==> config.mk <==
export PLATFORM = sky130hd
export DESIGN_NAME = gofm_top
export DESIGN_NICKNAME = d
export VERILOG_FILES = /design/src/gofm_pkg.sv /design/src/gofm_cfg_mem.sv /design/src/gofm_top.sv
export SDC_FILE = /design/constraint.sdc
export NUM_CORES = 1
export LEC_CHECK = 0
export ABC_AREA = 1
export ABC_CLOCK_PERIOD_IN_PS = 2090
export BUFFER_PORTS_ARGS = -buffer_cell sky130_fd_sc_hd__buf_2
export CAP_MARGIN = 5
export CORE_MARGIN = 2
export CORE_UTILIZATION = 25
export DETAILED_ROUTE_END_ITERATION = 8
export SYNTH_ARGS = -nofsm -noshare
export SYNTH_HDL_FRONTEND = slang
export SYNTH_HIERARCHICAL = 1
export SYNTH_SLANG_ARGS = --single-unit
==> constraint.sdc <==
create_clock -name pclk -period 2.09 [get_ports pclk]
set_input_delay 0.209 -clock pclk [delete_from_list [all_inputs] [get_ports pclk]]
set_output_delay 0.209 -clock pclk [all_outputs]
set_load 0.03 [all_outputs]
==> src/gofm_pkg.sv <==
package gofm_pkg;
  localparam int GOFM_NPIN = 7;
  localparam int GOFM_NPORT = 2;
  localparam int GOFM_NFWD = 4;
  // APB register map, pin config registers one byte apart, others one word apart
  localparam logic [7:0] GOFM_PIN_CFG_BASE = 8'h10;
  localparam logic [7:0] GOFM_PIN_CFG_LAST = 8'h16;
  localparam logic [7:0] GOFM_LINK_CNT0_ADDR = 8'h40;
  localparam logic [7:0] GOFM_LINK_CNT1_ADDR = 8'h44;
  localparam logic [7:0] GOFM_PORT_EN_ADDR = 8'h48;
  localparam logic [7:0] GOFM_PIN_STAT_ADDR = 8'h4C;
  // pin_output_config field positions
  localparam int GOFM_EN_BIT = 0;
  localparam int GOFM_VAL_BIT = 1;
  localparam int GOFM_SRC_LSB = 2;
  localparam int GOFM_FUN_LSB = 5;
  localparam logic [7:0] GOFM_PIN_CFG_RST = 8'h00;
  localparam logic [2:0] GOFM_LINK_CNT_RST = 3'h1;
  localparam logic [1:0] GOFM_PORT_EN_RST = 2'h3;
  // Source codes
  localparam logic [2:0] GOFM_SRC_PORT0 = 3'h0;
  localparam logic [2:0] GOFM_SRC_PORT1 = 3'h1;
  localparam logic [2:0] GOFM_SRC_DEV = 3'h4;
  localparam logic [2:0] GOFM_SRC_CSI = 3'h5;
  // Forward frames per sample, by linked count
  localparam logic [2:0] GOFM_FRAMES_ONE = 3'h1;
  localparam logic [2:0] GOFM_FRAMES_TWO = 3'h2;
  localparam logic [2:0] GOFM_FRAMES_MANY = 3'h5;
  // Timing at pclk 10 MHz
  localparam int GOFM_CLK_PERIOD_NS = 100;
  localparam int GOFM_FWD_LAT_NS = 225;
  localparam int GOFM_FWD_LAT_CYC = (GOFM_FWD_LAT_NS + GOFM_CLK_PERIOD_NS - 1) / GOFM_CLK_PERIOD_NS;
  localparam int GOFM_SYNC_STAGES = 3;
endpackage

==> src/gofm_cfg_mem.sv <==
`timescale 1ns/100ps
// Seven pin config words with registered read
module gofm_cfg_mem
  import gofm_pkg::*;
(
  input wire logic pclk,
  input wire logic presetn,
  input wire logic ce,
  input wire logic wr_en,
  input wire logic [2:0] wr_idx,
  input wire logic [7:0] wr_data,
  input wire logic [2:0] rd_idx,
  output logic [7:0] rd_data_r,
  output logic [GOFM_NPIN*8-1:0] cfg_flat
);
  logic [7:0] mem_r [GOFM_NPIN];

  always_ff @(posedge pclk or negedge presetn) begin
    if (!presetn) begin
      for (int i = 0; i < GOFM_NPIN; i++) begin
        mem_r[i] <= GOFM_PIN_CFG_RST;
      end
    end else if (ce && wr_en && (int'(wr_idx) < GOFM_NPIN)) begin
      mem_r[wr_idx] <= wr_data;
    end
  end

  always_ff @(posedge pclk or negedge presetn) begin
    if (!presetn) begin
      rd_data_r <= 8'h00;
    end else if (ce) begin
      rd_data_r <= (int'(rd_idx) < GOFM_NPIN) ? mem_r[rd_idx] : 8'h00;
    end
  end

  always_comb begin
    for (int i = 0; i < GOFM_NPIN; i++) begin
      cfg_flat[i*8 +: 8] = mem_r[i];
    end
  end
endmodule

==> src/gofm_top.sv <==
`timescale 1ns/100ps
// Behaviour
// Static source drives stored level bit
// Lock OR / AND over enabled ports
// AND of pass over enabled ports
// Frame sync pulse on code 100
// Device interrupt high or inverted
// CSI pass AND / OR selected ports
// Recovered frame valid and line valid
// Both ports synchronized indication
// CSI transmit interrupt active high
// Seven independently configured output pins
// Up to four forward values per port
// Any forward value routable to any pin
// Update every 1, 2 or 5 frames
// Forward latency about 225 ns; code takes at least five pclk edges, 500 ns
// Remote toggles at most quarter rate
// Only newer serializer sends forward values
// Port sources select forward, lock, pass, valid
// Drive enable low gives no output
// Software clears input enable first
// Reserved combinations leave pin undriven
module gofm_top
  import gofm_pkg::*;
(
  input wire logic pclk,
  input wire logic presetn,
  input wire logic ce,
  input wire logic psel,
  input wire logic penable,
  input wire logic pwrite,
  input wire logic [7:0] paddr,
  input wire logic [31:0] pwdata,
  output logic [31:0] prdata,
  output logic pready,
  output logic pslverr,
  input wire logic [3:0] fwd_gpio_p0,
  input wire logic [3:0] fwd_gpio_p1,
  input wire logic [1:0] fwd_frame_strobe,
  input wire logic [1:0] port_lock,
  input wire logic [1:0] port_pass,
  input wire logic [1:0] port_frame_valid,
  input wire logic [1:0] port_line_valid,
  input wire logic frame_sync_pulse,
  input wire logic dev_irq,
  input wire logic csi_frame_valid,
  input wire logic csi_line_valid,
  input wire logic ports_synced,
  input wire logic csi_irq,
  output logic [GOFM_NPIN-1:0] gpio_out,
  output logic [GOFM_NPIN-1:0] gpio_oe_n
);
  typedef enum logic [1:0] {GOFM_IDLE = 2'b00, GOFM_ACCESS = 2'b01, GOFM_DONE = 2'b11} gofm_state_t;

  gofm_state_t state_r;
  logic [2:0] link_cnt_r [GOFM_NPORT];
  logic [1:0] port_en_r;
  logic [GOFM_NPIN*8-1:0] cfg_flat;
  logic [7:0] cfg_rd;
  logic [3:0] fwd_s1_r [GOFM_NPORT];
  logic [3:0] fwd_s2_r [GOFM_NPORT];
  logic [3:0] fwd_s3_r [GOFM_NPORT];
  logic [3:0] fwd_hold_r [GOFM_NPORT];
  logic [2:0] frame_cnt_r [GOFM_NPORT];
  logic [GOFM_NPIN-1:0] pin_val;
  logic [GOFM_NPIN-1:0] pin_drv;
  logic is_cfg;
  logic wr_fire;
  logic [2:0] cfg_idx;

  function automatic logic [2:0] frames_per_sample(input logic [2:0] cnt);
    if (cnt <= 3'h1) begin
      return GOFM_FRAMES_ONE;
    end else if (cnt == 3'h2) begin
      return GOFM_FRAMES_TWO;
    end
    return GOFM_FRAMES_MANY;
  endfunction

  function automatic logic and_enabled(input logic [1:0] v, input logic [1:0] en);
    return (en != 2'b00) && ((v & en) == en);
  endfunction

  assign is_cfg = (paddr >= GOFM_PIN_CFG_BASE) && (paddr <= GOFM_PIN_CFG_LAST);
  assign cfg_idx = 3'(paddr - GOFM_PIN_CFG_BASE);
  assign wr_fire = psel && penable && pwrite && (state_r == GOFM_ACCESS);

  // seven pin words
  gofm_cfg_mem u_cfg (
    .pclk(pclk),
    .presetn(presetn),
    .ce(ce),
    .wr_en(wr_fire && is_cfg),
    .wr_idx(cfg_idx),
    .wr_data(pwdata[7:0]),
    .rd_idx(cfg_idx),
    .rd_data_r(cfg_rd),
    .cfg_flat(cfg_flat)
  );

  // Setup cycle loads the registered read, access answers next edge
  always_ff @(posedge pclk or negedge presetn) begin
    if (!presetn) begin
      state_r <= GOFM_IDLE;
      pready <= 1'b0;
    end else if (ce) begin
      unique case (state_r)
        GOFM_IDLE: begin
          pready <= 1'b0;
          if (psel && !penable) begin
            state_r <= GOFM_ACCESS;
          end
        end
        GOFM_ACCESS: begin
          if (psel && penable) begin
            state_r <= GOFM_DONE;
            pready <= 1'b1;
          end
        end
        GOFM_DONE: begin
          state_r <= GOFM_IDLE;
          pready <= 1'b0;
        end
        default: begin
          state_r <= GOFM_IDLE;
          pready <= 1'b0;
        end
      endcase
    end
  end

  always_ff @(posedge pclk or negedge presetn) begin
    if (!presetn) begin
      prdata <= 32'h0000_0000;
      pslverr <= 1'b0;
    end else if (ce && psel && penable && state_r == GOFM_ACCESS) begin
      pslverr <= 1'b0;
      prdata <= 32'h0000_0000;
      if (is_cfg) begin
        prdata <= {24'h00_0000, cfg_rd};
      end else if (paddr == GOFM_LINK_CNT0_ADDR) begin
        prdata <= {29'h0, link_cnt_r[0]};
      end else if (paddr == GOFM_LINK_CNT1_ADDR) begin
        prdata <= {29'h0, link_cnt_r[1]};
      end else if (paddr == GOFM_PORT_EN_ADDR) begin
        prdata <= {30'h0, port_en_r};
      end else if (paddr == GOFM_PIN_STAT_ADDR) begin
        prdata <= {17'h0, ~gpio_oe_n, 1'b0, gpio_out};
      end else begin
        pslverr <= 1'b1;
      end
    end
  end

  always_ff @(posedge pclk or negedge presetn) begin
    if (!presetn) begin
      link_cnt_r[0] <= GOFM_LINK_CNT_RST;
      link_cnt_r[1] <= GOFM_LINK_CNT_RST;
      port_en_r <= GOFM_PORT_EN_RST;
    end else if (ce && wr_fire) begin
      if (paddr == GOFM_LINK_CNT0_ADDR) begin
        link_cnt_r[0] <= pwdata[2:0];
      end
      if (paddr == GOFM_LINK_CNT1_ADDR) begin
        link_cnt_r[1] <= pwdata[2:0];
      end
      if (paddr == GOFM_PORT_EN_ADDR) begin
        port_en_r <= pwdata[1:0];
      end
    end
  end

  // Forward values and strobes come from the link domain
  always_ff @(posedge pclk or negedge presetn) begin
    if (!presetn) begin
      for (int p = 0; p < GOFM_NPORT; p++) begin
        fwd_s1_r[p] <= 4'h0;
        fwd_s2_r[p] <= 4'h0;
        fwd_s3_r[p] <= 4'h0;
      end
    end else if (ce) begin
      fwd_s1_r[0] <= fwd_gpio_p0;
      fwd_s1_r[1] <= fwd_gpio_p1;
      for (int p = 0; p < GOFM_NPORT; p++) begin
        fwd_s2_r[p] <= fwd_s1_r[p];
        fwd_s3_r[p] <= fwd_s2_r[p];
      end
    end
  end

  logic [1:0] stb_s1_r, stb_s2_r, stb_s3_r;
  always_ff @(posedge pclk or negedge presetn) begin
    if (!presetn) begin
      stb_s1_r <= 2'b00;
      stb_s2_r <= 2'b00;
      stb_s3_r <= 2'b00;
    end else if (ce) begin
      stb_s1_r <= fwd_frame_strobe;
      stb_s2_r <= stb_s1_r;
      stb_s3_r <= stb_s2_r;
    end
  end

  // sample once per 1, 2 or 5 frames
  // four values per port, held between samples
  always_ff @(posedge pclk or negedge presetn) begin
    if (!presetn) begin
      for (int p = 0; p < GOFM_NPORT; p++) begin
        fwd_hold_r[p] <= 4'h0;
        frame_cnt_r[p] <= 3'h0;
      end
    end else if (ce) begin
      for (int p = 0; p < GOFM_NPORT; p++) begin
        if (stb_s2_r[p] && !stb_s3_r[p]) begin
          if (frame_cnt_r[p] + 3'h1 >= frames_per_sample(link_cnt_r[p])) begin
            frame_cnt_r[p] <= 3'h0;
            // Stages two and three agree, value is stable
            if (fwd_s2_r[p] == fwd_s3_r[p]) begin
              fwd_hold_r[p] <= fwd_s3_r[p];
            end
          end else begin
            frame_cnt_r[p] <= frame_cnt_r[p] + 3'h1;
          end
        end
      end
    end
  end

  always_comb begin
    logic [7:0] c;
    logic [2:0] src;
    logic [2:0] fun;
    c = 8'h00;
    src = 3'h0;
    fun = 3'h0;
    pin_val = '0;
    pin_drv = '0;
    for (int i = 0; i < GOFM_NPIN; i++) begin
      c = cfg_flat[i*8 +: 8];
      src = c[GOFM_SRC_LSB +: 3];
      fun = c[GOFM_FUN_LSB +: 3];
      pin_drv[i] = 1'b1;
      unique case (src)
        // port source, R12: any forward value
        GOFM_SRC_PORT0, GOFM_SRC_PORT1: begin
          unique case (fun)
            3'h0, 3'h1, 3'h2, 3'h3: pin_val[i] = fwd_hold_r[src[0]][fun[1:0]];
            3'h4: pin_val[i] = port_lock[src[0]];
            3'h5: pin_val[i] = port_pass[src[0]];
            3'h6: pin_val[i] = port_frame_valid[src[0]];
            3'h7: pin_val[i] = port_line_valid[src[0]];
          endcase
        end
        GOFM_SRC_DEV: begin
          unique case (fun)
            // static level
            3'h0: pin_val[i] = c[GOFM_VAL_BIT];
            // lock combine
            3'h1: pin_val[i] = |(port_lock & port_en_r);
            3'h2: pin_val[i] = and_enabled(port_lock, port_en_r);
            // pass combine
            3'h3: pin_val[i] = and_enabled(port_pass, port_en_r);
            // frame sync
            3'h4: pin_val[i] = frame_sync_pulse;
            // interrupt polarity
            3'h5: pin_val[i] = dev_irq;
            3'h6: pin_val[i] = !dev_irq;
            3'h7: pin_drv[i] = 1'b0;
          endcase
        end
        GOFM_SRC_CSI: begin
          unique case (fun)
            // pass combine
            3'h0: pin_val[i] = and_enabled(port_pass, port_en_r);
            3'h1: pin_val[i] = |(port_pass & port_en_r);
            // recovered valids
            3'h2: pin_val[i] = csi_frame_valid;
            3'h3: pin_val[i] = csi_line_valid;
            // ports synced
            3'h4: pin_val[i] = ports_synced;
            // csi interrupt
            3'h5: pin_val[i] = csi_irq;
            3'h6, 3'h7: pin_drv[i] = 1'b0;
          endcase
        end
        // reserved sources undriven
        default: pin_drv[i] = 1'b0;
      endcase
      // drive enable gate
      pin_drv[i] = pin_drv[i] && c[GOFM_EN_BIT];
      if (!pin_drv[i]) begin
        pin_val[i] = 1'b0;
      end
    end
  end

  // output register is the fifth pclk stage, forward latency at least 500 ns, above 225 ns
  always_ff @(posedge pclk or negedge presetn) begin
    if (!presetn) begin
      gpio_out <= '0;
      gpio_oe_n <= '1;
    end else if (ce) begin
      gpio_out <= pin_val;
      gpio_oe_n <= ~pin_drv;
    end
  end
endmodule

# Word-level counts from Yosys, hierarchy flattened

Index checks and enable logic that the tools add are counted.

Add/subtract/negate cells: 3
Order comparisons: 30
Equal/unequal tests: 83
Muxes and demuxes: 189
Bitwise gates (word level): 12
Reductions and logical operators: 76

Operator list:

| operator                                                  | number |
|---|---|
| equality test 3 bit (second input constant)               | 42 |
| two-way mux 1 bit                                         | 99 |
| two-way mux 4 bit                                         | 21 |
| two-way mux 15 bit                                        | 5 |
| bitwise mux 56 bit                                        | 1 |
| one-hot mux 1 bit (7 select lines)                        | 7 |
| equality test 3 x 2 -> 1 bit (second input constant)      | 16 |
| equality test 3 x 1 -> 1 bit (second input constant)      | 14 |
| logical NOT 3 bit                                         | 14 |
| one-hot mux 1 bit (3 select lines)                        | 14 |
| one-hot mux 1 bit (6 select lines)                        | 7 |
| two-way mux 3 bit                                         | 12 |
| one-hot mux 1 bit (5 select lines)                        | 7 |
| equality test 8 x 7 -> 1 bit (second input constant)      | 4 |
| two-way mux 8 bit                                         | 4 |
| OR reduction 2 bit                                        | 16 |
| OR reduction 4 bit                                        | 7 |
| binary-select mux 8 bit (select 3 bit)                    | 1 |
| demux 8 bit (select 3 bit)                                | 1 |
| logical AND 1 bit                                         | 24 |
| < comparator 2 x 3 -> 1 bit (second input constant)       | 7 |
| binary-select mux 1 bit (select 2 bit)                    | 7 |
| greater-or-equal comparator 2 bit (second input constant) | 7 |
| < comparator 1 x 2 -> 1 bit (second input constant)       | 7 |
| 25 further kinds                                          | 49 |

Bits in registers: 166
Input bits: 70
Output and inout port bits: 48
Word-level logic and storage cells: 423

# Longest topological paths before layout

Word-level depth: 10
Gate-level depth with buffers: 12
Gate-level depth less buffers: 11

# Modules after synthesis

The synthesis kept the hierarchy.

By module, submodules not included:

| module       | times used | cells an instance | area each (um^2) |
|---|---|---|---|
| gofm_top     | 1          | 1066              | 6814.0 |
| gofm_cfg_mem | 1          | 381               | 3181.8 |

# Least setup slack after synthesis

Ideal clock, no wire load.

Path type: input port to flip-flop
Start: in paddr[3]
End: reg u_cfg.mem_r, in the netlist u_cfg/cfg_flat[54]
Setup time: 0.125 ns
Arrival: 1.854 ns
Slack: 0.112 ns
Cell stages on the path: 11
Cells stage by stage: buf_6 -> nor3_4 -> nand4_4 -> buf_6 -> nor4_1 -> nand2_4 -> nor2_8 -> nand3_4 -> buf_6 -> nand2_1 -> o21ai_2

Cells in the longest elaborated chain, start to end: 5
Elaborated cells on any way between the ends: 6
Classes of those cells: 2 x order compare; 4 x reduce/logical

RTL lines:

| item                                                                                              | RTL line           | source |
|---|---|---|
| start, declared                                                                                   | gofm_top.sv:32     | `input wire logic [7:0] paddr,` |
| greater-or-equal comparator 8 x 5 -> 1 bit / <= comparator 8 x 5 -> 1 bit (equally long branches) | gofm_top.sv:84     | `assign is_cfg = (paddr >= GOFM_PIN_CFG_BASE) && (paddr <= GOFM_PIN_CFG_LAST);` |
| logical AND 1 bit (*)                                                                             | gofm_top.sv:84     |  |
| logical AND 1 bit (*)                                                                             | gofm_top.sv:93     | `.wr_en(wr_fire && is_cfg),` |
| logical AND 1 bit (*) (2 in series)                                                               | gofm_cfg_mem.sv:23 | `end else if (ce && wr_en && (int'(wr_idx) < GOFM_NPIN)) begin` |
| end signal, assigned by index                                                                     | gofm_cfg_mem.sv:24 | `mem_r[wr_idx] <= wr_data;` |
| end, declared                                                                                     | gofm_cfg_mem.sv:16 | `logic [7:0] mem_r [GOFM_NPIN];` |

Every way passes the cells marked *; elsewhere a longest branch is shown, timed or not.
A chain may end at the register's enable or synchronous reset.

# Worst setup path after layout

Start: reg state_r[1]
End: reg u_cfg.mem_r, in the netlist u_cfg/cfg_flat[11]

Cells in the longest elaborated chain, start to end: 5

RTL lines:

| item                            | RTL line           | source |
|---|---|---|
| start, declared                 | gofm_top.sv:55     | `gofm_state_t state_r;` |
| start signal, assigned          | gofm_top.sv:104    | `state_r <= GOFM_IDLE;` |
| start signal, assigned          | gofm_top.sv:111    | `state_r <= GOFM_ACCESS;` |
| start signal, assigned          | gofm_top.sv:116    | `state_r <= GOFM_DONE;` |
| equality test 2 x 1 -> 1 bit    | gofm_top.sv:86     | `assign wr_fire = psel && penable && pwrite && (state_r == GOFM_ACCESS);` |
| logical AND 1 bit               | gofm_top.sv:86     |  |
| logical AND 1 bit               | gofm_top.sv:93     |  |
| logical AND 1 bit (2 in series) | gofm_cfg_mem.sv:23 |  |

No other way between the ends.

==> results.yml <==
setup_path:
  end_kind: "flip-flop"
  required_ns: 2.39
  worst_setup_path_start_kind: "flip-flop"
  path_class: "flip-flop to flip-flop"
  path_cells: "nor2_1 -> inv_1 -> nor4_2 -> buf_4 -> nand2_4 -> nor2_4 -> nand2_2 -> nand2_1 -> o21ai_2"
  cpMaxStageDelayCell: "dfrtp_1"
  crit_fanout: 16
  critPathBufInv: 2
  arrival_ns: 2.28
  critical-path-top-delay-family: "simple AND/OR/NAND/NOR gates"
  critPathMaxStageDelay_ns: 0.39
sta:
  final_hold_viol_count: 0
  fin_crit_sh_pct: 94.76
  fin_crit_ns: 1.980
  skew_ns: 0.01864
  final.setup.worst_slack_ns: 0.1095
  whs_ns: 0.04151
  tightest_slew_ns: 0.6304
  clock.fmax_ghz: 0.5049
  slew_headroom_pct: 57.93
  finalSetupViolations: 0
  grt_setup_unrepaired: "yes"
  report.final.slew_viol_count: 0
logic_synthesis:
  synth_most_common_cell: "nand2_1"
  synth_area_leaders: "dfrtp_1 35%, nand2_1 21%, nand3_1 7.8%"
  netlist_instances: 1447
  synth_top_area_share_pct: 34.55
  synth_ff_type: "dfrtp_1"
  ys_types: 49
  ys_warn_count: 6
  yosys-top-cells-count: "552 x nand2_1, 156 x nand3_1, 138 x dfrtp_1"
  synth.avg_cell_area_sq_um: 6.908
  synth_edf_count: 0
  synthArstFlopShare_pct: 100.0
  ys_seq_elements: 149
  synth_seq_area_share_pct: 37.44
  synth_area_leader_cell: "dfrtp_1"
  syn_area_sq_mm: 0.009996
floorplan:
  start_util_pct: 25.22
  die_area_sq_mm: 0.04160
  core-area_sq_mm: 0.03964
  ioPinCount: 118
  rows: 73
  die_h_um: 204.0
  fp.dieW_um: 204.0
power_and_ir_drop:
  p_leak_uw: 0.005948
  vdd_drop_max_v: 0.0005201
  power_density_mw_per_mm2: 710.8
  finalPower_uw: 8372
route:
  drt_iter0_markers: 923
  postRouteWirelength_um: 35900
  drtAntennaViolNets: 0
  viasPerCell: 4.756
  vias: 9903
  wire_per_inst_um: 17.24
  drc_errors: 0
  firstDrtPassIters: 6
placement:
  dp_slack_ns: 0.03260
  dp_cells: 2035
  io_buffers: 76
  gp_congestion: 0.9608
  dp_hpwl_um: 26400
global_route:
  grt_use_total_pct: 17.31
  grt_pass1_vias: 9165
  grt-ovfl-total: 0
  grt_max_degree: 50
  antenna_found_initial: 3
  grt_pass1_wl_um: 54550
status:
  outcome: "complete, no violations"
finish:
  fill_cells: 4334
  nets: 1621
  drive_gt1_share_pct: 17.16
  fin_cells: 2082
  area_delta_synth_final_pct: 17.84
  fin_util_pct: 29.71
flow_run:
  max_cap_viol_count: 0
cts:
  cts_tree: "built"
  clock_sinks: 149
  clockBufferDepth: 2
  clock_latency_ns: 0.44
  clk_pin_slew_worst_paths_ns: 0.06
  cts_made_buffers: 17
  root_buffer: "clkbuf_16"
  htree_levels: 4
worst_hold_path:
  hp-class: "input pin to flip-flop"
==> cells by family after synthesis <==
group | synth area share (%)
buffers and inverters | 10.31
adder cells (fa/ha/maj) | 1.001
flip-flops | 37.44
other | 0.03752
AND/OR/NAND/NOR | 39.69
AO/OA/AOI/OAI | 10.41
XOR/XNOR | 0.8762
multiplexers | 0.2253
==> registers in the layout, summed over array words and instances, names as in the netlist, 7 cells and up <==
signal,cells
u_cfg/cfg_flat,56
prdata,15
fwd_hold_r,8
fwd_s1_r,8
fwd_s2_r,8
fwd_s3_r,8
u_cfg/rd_data_r,8
gpio_oe_n,7
gpio_out,7
==> final cells by class <==
| type | count | area, sq um | share of cell area, % |
|---|---|---|---|
| Antenna cell | 1 | 2.502 | 0.02124 |
| Clock inverter | 14 | 211.5 | 1.795 |
| Inverter | 148 | 558.0 | 4.738 |
| Multi-Input combinational cell | 1093 | 5306 | 45.05 |
| Clock buffer | 18 | 439.2 | 3.728 |
| Timing Repair Buffer | 134 | 862.1 | 7.319 |
| Sequential cell | 149 | 3742 | 31.77 |
| Tap cell | 525 | 656.9 | 5.577 |
==> power breakdown <==
part	internal (uW)	switching, uW	leakage (uW)
Clock	2070	1400	0.000316
Sequential	3090	261	0.00197
Combinational	501	1050	0.00366
Total	5660	2710	0.00595
==> through the flow <==
stage | cell area [sq um] | TNS, ns
5_1_grt | 11780 | -0.3015
2_1_floorplan | 10060 | 0
3_5_place_dp | 10970 | 0
3_3_place_gp | 10970 | 0
6_report | 11780 | 0
4_1_cts | 11730 | 0
==> metal layers <==
metal	global-route usage (%)	wire [um]
met3	2.392	2383
met2	28.17	16610
met1	22.76	15440
met4	7.971	1447
met5	0	23
==> tightest hold or removal path, cell delays in order <==
cell and delay [ns]:
buf_2 0.08, nand3b_1 0.09, a22oi_1 0.05
==> final timing paths <==
check / from / endpoint / slack, ns / depth (start not counted)
worst max register to register: state_r[1]$_DFFE_PN0P_ / u_cfg/cfg_flat[11]$_DFFE_PN0P_ / 0.11 / 9
worst max-delay path: state_r[1]$_DFFE_PN0P_ / u_cfg/cfg_flat[11]$_DFFE_PN0P_ / 0.11 / 9
max in group asynchronous: presetn / gpio_oe_n[0]$_DFFE_PN1P_ / 1.06 / 3
worst min register to register: fwd_s1_r[5]$_DFFE_PN0P_ / fwd_s1_r[5]$_DFFE_PN0P_ / 0.47 / 2
worst min-delay path: penable / state_r[0]$_DFFE_PN0P_ / 0.04 / 3
min in group asynchronous: presetn / state_r[0]$_DFFE_PN0P_ / 0.28 / 2
==> cells in the final DEF, fill, tap and decap left out, types with 21 or more instances in the layout <==
| master | n |
|---|---|
| buf_4 | 46 |
| buf_2 | 75 |
| nor2_1 | 104 |
| o21ai_0 | 61 |
| inv_1 | 133 |
| nand2_1 | 552 |
| nand4_1 | 21 |
| nand3_1 | 156 |
| dfrtp_1 | 138 |
| o21ai_2 | 38 |
| o21ai_1 | 34 |
==> timing repair <==
action / in CTS / in global routing
endpoints found under the setup margin: 0 / 30
gates resized for setup: 0 / 5
hold endpoints to repair: 53 / 0
hold buffers: 11 / 0
buffers inserted: 0 / 3
No activity file was read; power rests on OpenSTA's default activity.
